[src/hw/phy_event_cfg.svh]
// constants for the phy event status and speed downshift block
// assumes a 200 MHz core clock and a word-addressed register bus
//
// Behaviour
// (RULE_01) Status bit 15 latches on a master/slave fault, a parallel detect fault, no common ability, or link not up after negotiation.
// (RULE_02) Status bit 14 latches when the operating speed changes.
// (RULE_03) Status bit 13 latches when the duplex setting changes.
// (RULE_04) Status bit 12 latches when a negotiation page arrives from the partner.
// (RULE_05) Status bit 11 latches when the link goes down.
// (RULE_06) Status bit 6 latches when the crossover setting changes.
// (RULE_07) Status bit 5 latches when an automatic speed downgrade happens.
// (RULE_08) Status bit 1 latches on a receive polarity change and bit 0 on jabber.
// (RULE_09) Bits 15 to 11 of the downshift control register always read zero.
// (RULE_10) The downshift enable bit 5 resets to one.
// (RULE_11) With downshift enabled, repeated training failures drop the advertised speed from 100 to 10.
// (RULE_12) The attempt limit at bits 4 to 2 resets to 3 and means limit plus two attempts.
// (RULE_13) The bypass bit 1 skips the stability timer and resets to zero.
// (RULE_14) A latched event drives the interrupt only when its enable bit is set.
// (RULE_15) Latched bits stay set until the status register is read, then clear unless the cause persists; a REG_CLEAR write also drops the written bits.
// (RULE_16) Hardware reset clears the status bits; software reset keeps them.
// (RULE_17) Status bit 10 latches when the link comes up.
`ifndef PHY_EVENT_CFG_SVH
`define PHY_EVENT_CFG_SVH

`define REG_IRQ_EN 5'h12
`define REG_STATUS 5'h13
`define REG_DS_CTRL 5'h14
`define REG_CLEAR 5'h18
`define REG_DS_STATE 5'h19

`define B_AN_ERR 15
`define B_SPEED 14
`define B_DUPLEX 13
`define B_PAGE 12
`define B_LINK_DOWN 11
`define B_LINK_UP 10
`define B_MDIX 6
`define B_DOWN 5
`define B_POL 1
`define B_JAB 0
`define STATUS_MASK 16'hFC63

`define DS_EN 5
`define DS_LIM_HI 4
`define DS_LIM_LO 2
`define DS_BYP 1
`define DS_CTRL_RST 16'h002C
`define DS_CTRL_WMASK 16'h06FF
`define DS_CTRL_SOFT_CLR 16'h0001
`define DS_EXTRA_TRIES 4'h2
`define IRQ_EN_RST 16'h0000
`define IRQ_EN_SOFT_CLR 16'h0100

`define CLK_MHZ 200
`define DS_STAB_US 1000
`define DS_STAB_CYC (`DS_STAB_US * `CLK_MHZ)
`define LINK_WAIT_US 2000
`define LINK_WAIT_CYC (`LINK_WAIT_US * `CLK_MHZ)

`endif

[src/hw/phy_event_pkg.sv]
// types shared by the phy event status block
// assumes the indication inputs come from logic on the core clock
package phy_event_pkg;

    typedef struct packed {
        logic ms_fault;
        logic pd_fault;
        logic no_highest_common_ability;
        logic an_done;
        logic link_up;
        logic speed_100;
        logic full_duplex;
        logic page_rx;
        logic mdix;
        logic pol_rev;
        logic jabber;
        logic train_fail;
    } phy_ind_s;

    typedef enum logic [1:0] {
        DS_IDLE,
        DS_WAIT,
        DS_DOWN
    } ds_state_e;

endpackage

[src/hw/phy_event_status.sv]
// event status latches, interrupt and speed downshift control
// assumes indications are synchronous to core_clk_in, word-addressed avalon-mm
//
// The Avalon-MM slave port and the placing of the registers were decided locally.
`timescale 1ns/1ps
`include "phy_event_cfg.svh"

module phy_event_status import phy_event_pkg::*; #(
    parameter int STAB_CYC = `DS_STAB_CYC,
    parameter int LINK_WAIT_CYC = `LINK_WAIT_CYC
) (
    input wire logic core_clk_in,
    input wire logic rst_in,
    input wire logic soft_rst_in,
    input wire phy_ind_s phy_in,
    input wire logic [4:0] avs_address_in,
    input wire logic avs_read_in,
    input wire logic avs_write_in,
    input wire logic [31:0] avs_writedata_in,
    input wire logic [3:0] avs_byteenable_in,
    output logic [31:0] avs_readdata_out,
    output logic avs_waitrequest_out,
    output logic irq_out,
    output logic adv_100_out
);

    phy_ind_s prev_q;
    logic [15:0] status_q;
    logic [15:0] status_d;
    logic [15:0] irq_en_q;
    logic [15:0] irq_en_d;
    logic [15:0] ctrl_q;
    logic [15:0] ctrl_d;
    logic wait_q;
    logic [31:0] rdata_q;
    logic irq_q;
    logic adv_q;
    logic [19:0] lw_cnt_q;
    logic [19:0] lw_cnt_d;
    ds_state_e state_q;
    ds_state_e state_d;
    logic [3:0] tries_q;
    logic [3:0] tries_d;
    logic [19:0] timer_q;
    logic [19:0] timer_d;

    // bus decode
    wire req = avs_read_in | avs_write_in;
    wire acc = req & ~wait_q;
    wire [15:0] be_mask = {{8{avs_byteenable_in[1]}}, {8{avs_byteenable_in[0]}}};
    wire [15:0] wdata = avs_writedata_in[15:0];
    wire rd_stat = acc & avs_read_in & (avs_address_in == `REG_STATUS);
    wire wr_en = acc & avs_write_in & (avs_address_in == `REG_IRQ_EN);
    wire wr_ctrl = acc & avs_write_in & (avs_address_in == `REG_DS_CTRL);
    wire wr_clr = acc & avs_write_in & (avs_address_in == `REG_CLEAR);
    wire [15:0] ds_view = {10'h000, state_q == DS_DOWN, state_q == DS_WAIT, tries_q};
    wire [15:0] rmux =
        (avs_address_in == `REG_IRQ_EN) ? irq_en_q :
        // next status value, so an event just before the read is reported, not lost
        (avs_address_in == `REG_STATUS) ? status_d :
        (avs_address_in == `REG_DS_CTRL) ? ctrl_q :
        (avs_address_in == `REG_DS_STATE) ? ds_view : 16'h0000;

    // downshift controls
    wire ds_en = ctrl_q[`DS_EN];
    wire ds_byp = ctrl_q[`DS_BYP];
    wire [3:0] tries_need = {1'b0, ctrl_q[`DS_LIM_HI:`DS_LIM_LO]} + `DS_EXTRA_TRIES; // RULE_12
    wire tries_full = (tries_q + 4'h1) >= tries_need;
    wire stab_done = ds_byp | (timer_q == 20'(STAB_CYC - 1)); // RULE_13
    wire ds_go = (state_q == DS_WAIT) & ds_en & ~phy_in.link_up & stab_done & ~soft_rst_in;

    // link not up in time after negotiation, fires once per wait
    // counter parks one past the firing count so the event cannot repeat
    wire lw_wait = phy_in.an_done & ~phy_in.link_up;
    wire lw_fire = lw_wait & (lw_cnt_q == 20'(LINK_WAIT_CYC - 1));
    wire lw_done = (lw_cnt_q == 20'(LINK_WAIT_CYC));
    assign lw_cnt_d = ~lw_wait ? 20'h00000 : lw_done ? lw_cnt_q : lw_cnt_q + 20'h00001;

    // event sources
    wire [15:0] ev;
    assign ev[`B_AN_ERR] = phy_in.ms_fault | phy_in.pd_fault | phy_in.no_highest_common_ability | lw_fire; // RULE_01
    assign ev[`B_SPEED] = phy_in.speed_100 ^ prev_q.speed_100; // RULE_02
    assign ev[`B_DUPLEX] = phy_in.full_duplex ^ prev_q.full_duplex; // RULE_03
    assign ev[`B_PAGE] = phy_in.page_rx; // RULE_04
    assign ev[`B_LINK_DOWN] = prev_q.link_up & ~phy_in.link_up; // RULE_05
    assign ev[`B_LINK_UP] = phy_in.link_up & ~prev_q.link_up; // RULE_17
    assign ev[9:7] = 3'h0;
    assign ev[`B_MDIX] = phy_in.mdix ^ prev_q.mdix; // RULE_06
    assign ev[`B_DOWN] = ds_go; // RULE_07
    assign ev[4:2] = 3'h0;
    assign ev[`B_POL] = phy_in.pol_rev ^ prev_q.pol_rev; // RULE_08
    assign ev[`B_JAB] = phy_in.jabber; // RULE_08

    // a read or a clear write drops bits, but a same-cycle event wins
    wire [15:0] clr = rd_stat ? 16'hFFFF : (wr_clr ? (wdata & be_mask) : 16'h0000);
    assign status_d = ((status_q & ~clr) | ev) & `STATUS_MASK; // RULE_15

    assign irq_en_d = soft_rst_in ? (irq_en_q & ~`IRQ_EN_SOFT_CLR) :
        wr_en ? ((irq_en_q & ~be_mask) | (wdata & be_mask)) : irq_en_q;
    // upper bits never stored, so they read zero
    assign ctrl_d = soft_rst_in ? (ctrl_q & ~`DS_CTRL_SOFT_CLR) :
        wr_ctrl ? ((ctrl_q & ~(be_mask & `DS_CTRL_WMASK)) | (wdata & be_mask & `DS_CTRL_WMASK)) : ctrl_q; // RULE_09

    always_comb begin
        state_d = state_q;
        tries_d = tries_q;
        timer_d = 20'h00000;
        if (soft_rst_in || !ds_en) begin
            state_d = DS_IDLE;
            tries_d = 4'h0;
        end else begin
            case (state_q)
                DS_IDLE: begin
                    if (phy_in.link_up) begin
                        tries_d = 4'h0;
                    end else if (phy_in.train_fail && tries_full) begin
                        state_d = DS_WAIT;
                        tries_d = 4'h0;
                    end else if (phy_in.train_fail) begin
                        tries_d = tries_q + 4'h1;
                    end
                end
                DS_WAIT: begin
                    // stable link while waiting means the cable is usable at 100
                    if (phy_in.link_up) begin
                        state_d = DS_IDLE;
                    end else if (ds_go) begin
                        state_d = DS_DOWN; // RULE_11
                    end else begin
                        timer_d = timer_q + 20'h00001;
                    end
                end
                DS_DOWN: begin
                    state_d = DS_DOWN;
                end
                default: begin
                    state_d = DS_IDLE;
                end
            endcase
        end
    end

    always_ff @(posedge core_clk_in) begin
        if (rst_in) begin
            status_q <= 16'h0000; // RULE_16
            irq_en_q <= `IRQ_EN_RST;
            ctrl_q <= `DS_CTRL_RST; // RULE_10
            // follow the inputs so no false change shows right after reset
            prev_q <= phy_in;
            lw_cnt_q <= 20'h00000;
        end else begin
            status_q <= status_d;
            irq_en_q <= irq_en_d;
            ctrl_q <= ctrl_d;
            prev_q <= phy_in;
            lw_cnt_q <= lw_cnt_d;
        end
    end

    always_ff @(posedge core_clk_in) begin
        if (rst_in) begin
            state_q <= DS_IDLE;
            tries_q <= 4'h0;
            timer_q <= 20'h00000;
            adv_q <= 1'b1;
            irq_q <= 1'b0;
        end else begin
            state_q <= state_d;
            tries_q <= tries_d;
            timer_q <= timer_d;
            adv_q <= (state_d != DS_DOWN);
            irq_q <= |(status_d & irq_en_d); // RULE_14
        end
    end

    // one wait cycle per access; read data is staged before release
    always_ff @(posedge core_clk_in) begin
        if (rst_in) begin
            wait_q <= 1'b1;
            rdata_q <= 32'h00000000;
        end else begin
            wait_q <= ~(req & wait_q);
            if (req && wait_q) begin
                rdata_q <= {16'h0000, rmux};
            end
        end
    end

    assign avs_readdata_out = rdata_q;
    assign avs_waitrequest_out = wait_q;
    assign irq_out = irq_q;
    assign adv_100_out = adv_q;
endmodule // phy_event_status

[config.mk]
export PLATFORM = sky130hd
export DESIGN_NAME = phy_event_status
export DESIGN_NICKNAME = d
export VERILOG_FILES = /design/src/hw/phy_event_pkg.sv /design/src/hw/phy_event_status.sv
export VERILOG_INCLUDE_DIRS = /design/src /design/src/hw
export SDC_FILE = /design/constraint.sdc
export NUM_CORES = 1
export LEC_CHECK = 0
export BUFFER_PORTS_ARGS = -buffer_cell sky130_fd_sc_hd__buf_2
export CAP_MARGIN = 20
export CORE_MARGIN = 1.5
export CORE_UTILIZATION = 55
export CTS_CLUSTER_SIZE = 10
export DETAILED_ROUTE_END_ITERATION = 10
export HOLD_SLACK_MARGIN = 0.03
export MAX_ROUTING_LAYER = met4
export PLACE_DENSITY = 0.8
export SYNTH_ARGS = -nofsm -noshare
export SYNTH_HDL_FRONTEND = slang
export SYNTH_SLANG_ARGS = --single-unit
[constraint.sdc]
create_clock -name core_clk_in -period 4.3 [get_ports core_clk_in]
set_input_delay 0.645 -clock core_clk_in [delete_from_list [all_inputs] [get_ports core_clk_in]]
set_output_delay 0.645 -clock core_clk_in [all_outputs]
set_load 0.03 [all_outputs]
==> flow_summary.ini <==
[setup_path]
start_kind = input pin
arrival_ns = 2.53
worstRegToRegCells = 8
crit_required_ns = 4.55
worstSetupEndpointType = flop
crit_path_max_fanout = 8
worstSetupPathType = input pin to flop

[clock_network]
clk_pin_slew_ns = 0.10
cts_tree = built
cts-buffers-inserted = 9
htree_num_levels = 3
cts.sinks = 106
ctsLongestPathBuffers = 2
post_cts_buffers = 0
clockRootBuffer = clkbuf_8
clock_latency_ns = 0.37
holdBufCountCts = 0
post_cts_resized = 0

[pwr]
p_per_area_nw_per_um2 = 328.5
leakage_nw = 2.034
switchingPower_mw = 0.4500
intPower_mw = 1.292
combPwrFrac_pct = 8.5
power_mw = 1.742
peakVddDrop_v = 0.0001677
pwr-share-seq_pct = 57.9
clkPwrFrac_pct = 33.6
swShare_pct = 25.84

[floorplanning]
dieHeight_um = 96.64
rows = 33
dieWidth_um = 96.64
io_pins = 93
initial_core_util_pct = 57.82
core_um2 = 8341
die-area_um2 = 9338

[final_layout]
area_growth_pct = 9.938
fin_nets = 659
mostFrequentLayoutCell = dfxtp_1
fill_cells = 692
layout_common_cells = dfxtp_1 (106), nor2_1 (89), buf_2 (58)
final_layout_size_suffix_gt1_share_pct = 14.91
n_antenna_cell = 0

[sta]
fmax_mhz = 438.9
slew_headroom_pct = 36.18
finalSetupTns_ns = 0
min_period_over_period_pct = 52.99
finalHoldViolCount = 0
setup_viol = 0
fin_skew_ns = 0.008269
period_minus_slack_ns = 2.279
maxSlewViolCount = 0
worst_slew_pin_slew_ns = 0.9573
rsz0062_at_grt = false

[hold_path]
hold_class = input pin to flop
min_path_cells = 1

[run]
maxCapViolCount = 0

[outcome]
outcome = finished, final reports clean

[global_route]
gr-total-overflow = 0
grt_pass1_wl_um = 17890
grt_antenna_before_repair = 0
grt_pass1_vias = 3892
grt_max_degree = 37
grtUsageTotal_pct = 23.65

[routing]
wl_um = 10520
wl_per_cell_um = 14.98
first_iter_violations = 176
viasPerCell = 5.688
wl_met1_um = 4432
ant_nets = 0
routed.top_layer = met4
route.detailed.drc = 0
drt_first_pass_iters = 5
met2WireLength_um = 5242
vias = 3993
route.met3.wl_um = 647

[synth]
synth_ff_type = dfxtp_1
yosysSeqAreaShare_pct = 44.01
synth_area_um2 = 4822
async_flop_share_pct = 0
yosysUniqueCellTypes = 59
synth_edf_count = 0
synthCells = 539
yosysWarnings = 0
synth_top_cell_by_area = dfxtp_1
yosysTopAreaCellShare_pct = 44.01
postSynthAreaPerCell_um2 = 8.946
ys_top_cells_by_area = dfxtp_1 (44%), nor2_1 (6.9%), mux2i_1 (5.0%), xor2_1 (4.2%), nand3_1 (3.1%)
synth_seq_cells = 106

[placed_design]
hpwl_um = 7556
routabilityCongestion = 0.8434
io_buffers = 58
## worst paths after layout
path / start / to / slack [ns]
max: avs_address_in[2] / irq_out / 2.02
min: phy_in[3] / prev_q[3] / 0.39
max reg2reg: tries_q[0] / tries_q[2] / 2.04
min reg2reg: timer_q[0] / timer_q[0] / 0.44
## cell families (layout without fill, tap and decap cells)
family,count (synthesis),count (layout),share of synthesized area (%)
buffers and inverters,51,94,5.708
other,1,16,0.07777
AO/OA/AOI/OAI,75,75,10.69
XOR/XNOR,39,39,7.083
flip-flops,106,106,44.01
adder cells (fa/ha/maj),9,9,2.335
AND/OR/NAND/NOR,230,230,24.18
multiplexers,28,28,5.916
## cell type report
| type | instances | area [µm²] | share of cell area [%] |
|---|---|---|---|
| Clock buffer | 12 | 155.1 | 2.927 |
| Clock inverter | 4 | 35.03 | 0.6608 |
| Inverter | 17 | 63.81 | 1.204 |
| Multi-Input combinational cell | 397 | 2481 | 46.80 |
| Sequential cell | 106 | 2122 | 40.03 |
| Tap cell | 105 | 131.4 | 2.478 |
| Timing Repair Buffer | 61 | 312.8 | 5.900 |
## worst max-delay path: stages
cell and delay, ns:
buf_2 0.12, and4bb_4 0.37, and4b_1 0.57, mux2_2 0.43, a221oi_2 0.27, a31oi_1 0.12
## metrics by stage
step | hold slack (ns) | utilization, % | worst slack [ns] | std cells | instance area, µm²
2_1_floorplan | 0.4129 | - | 2.134 | 554 | 4878
3_3_place_gp | 0.4205 | 61.28 | 1.698 | 686 | 5111
3_5_place_dp | 0.4306 | 61.28 | 1.650 | 686 | 5111
4_1_cts | 0.3865 | 63.56 | 2.041 | 702 | 5301
5_1_grt | 0.3689 | 63.56 | 1.889 | 702 | 5301
6_report | 0.3915 | 63.56 | 2.021 | 702 | 5301
## cells in the mapped netlist, drive strengths merged, types with 4 or more instances
cell type and instances:
o211ai 11, and4 4, mux2 4, nor2 89
xnor2 16, a211oi 4, o21ai 13, dfxtp 106
a221oi 5, xor2 23, and3 6, or2 4
nand4 9, nor2b 6, mux2i 24, nand3 30
and4b 4, a21oi 16, ha 9, inv 17
clkbuf 10, and2 8, a31oi 9, nand2 37
buf 24, nor3 12
## power groups by stage
stage                     Combinational (mW)  Sequential (mW)  Clock, mW
after floorplan                       0.0898             1.05          0
after global placement                 0.143             1.03          0
after detailed placement               0.146             1.03          0
after CTS                              0.146             1.01      0.596
after global routing                   0.160             1.01      0.639
final                                  0.147             1.01      0.585
## metal layers
metal	GRT usage [%]	vias to the layer above
met5	-	-
met1	28.11	1878
met4	8.584	0
met3	5.491	19
met2	39.21	132
li1	-	1964
No activity file was read; power rests on OpenSTA's default activity.
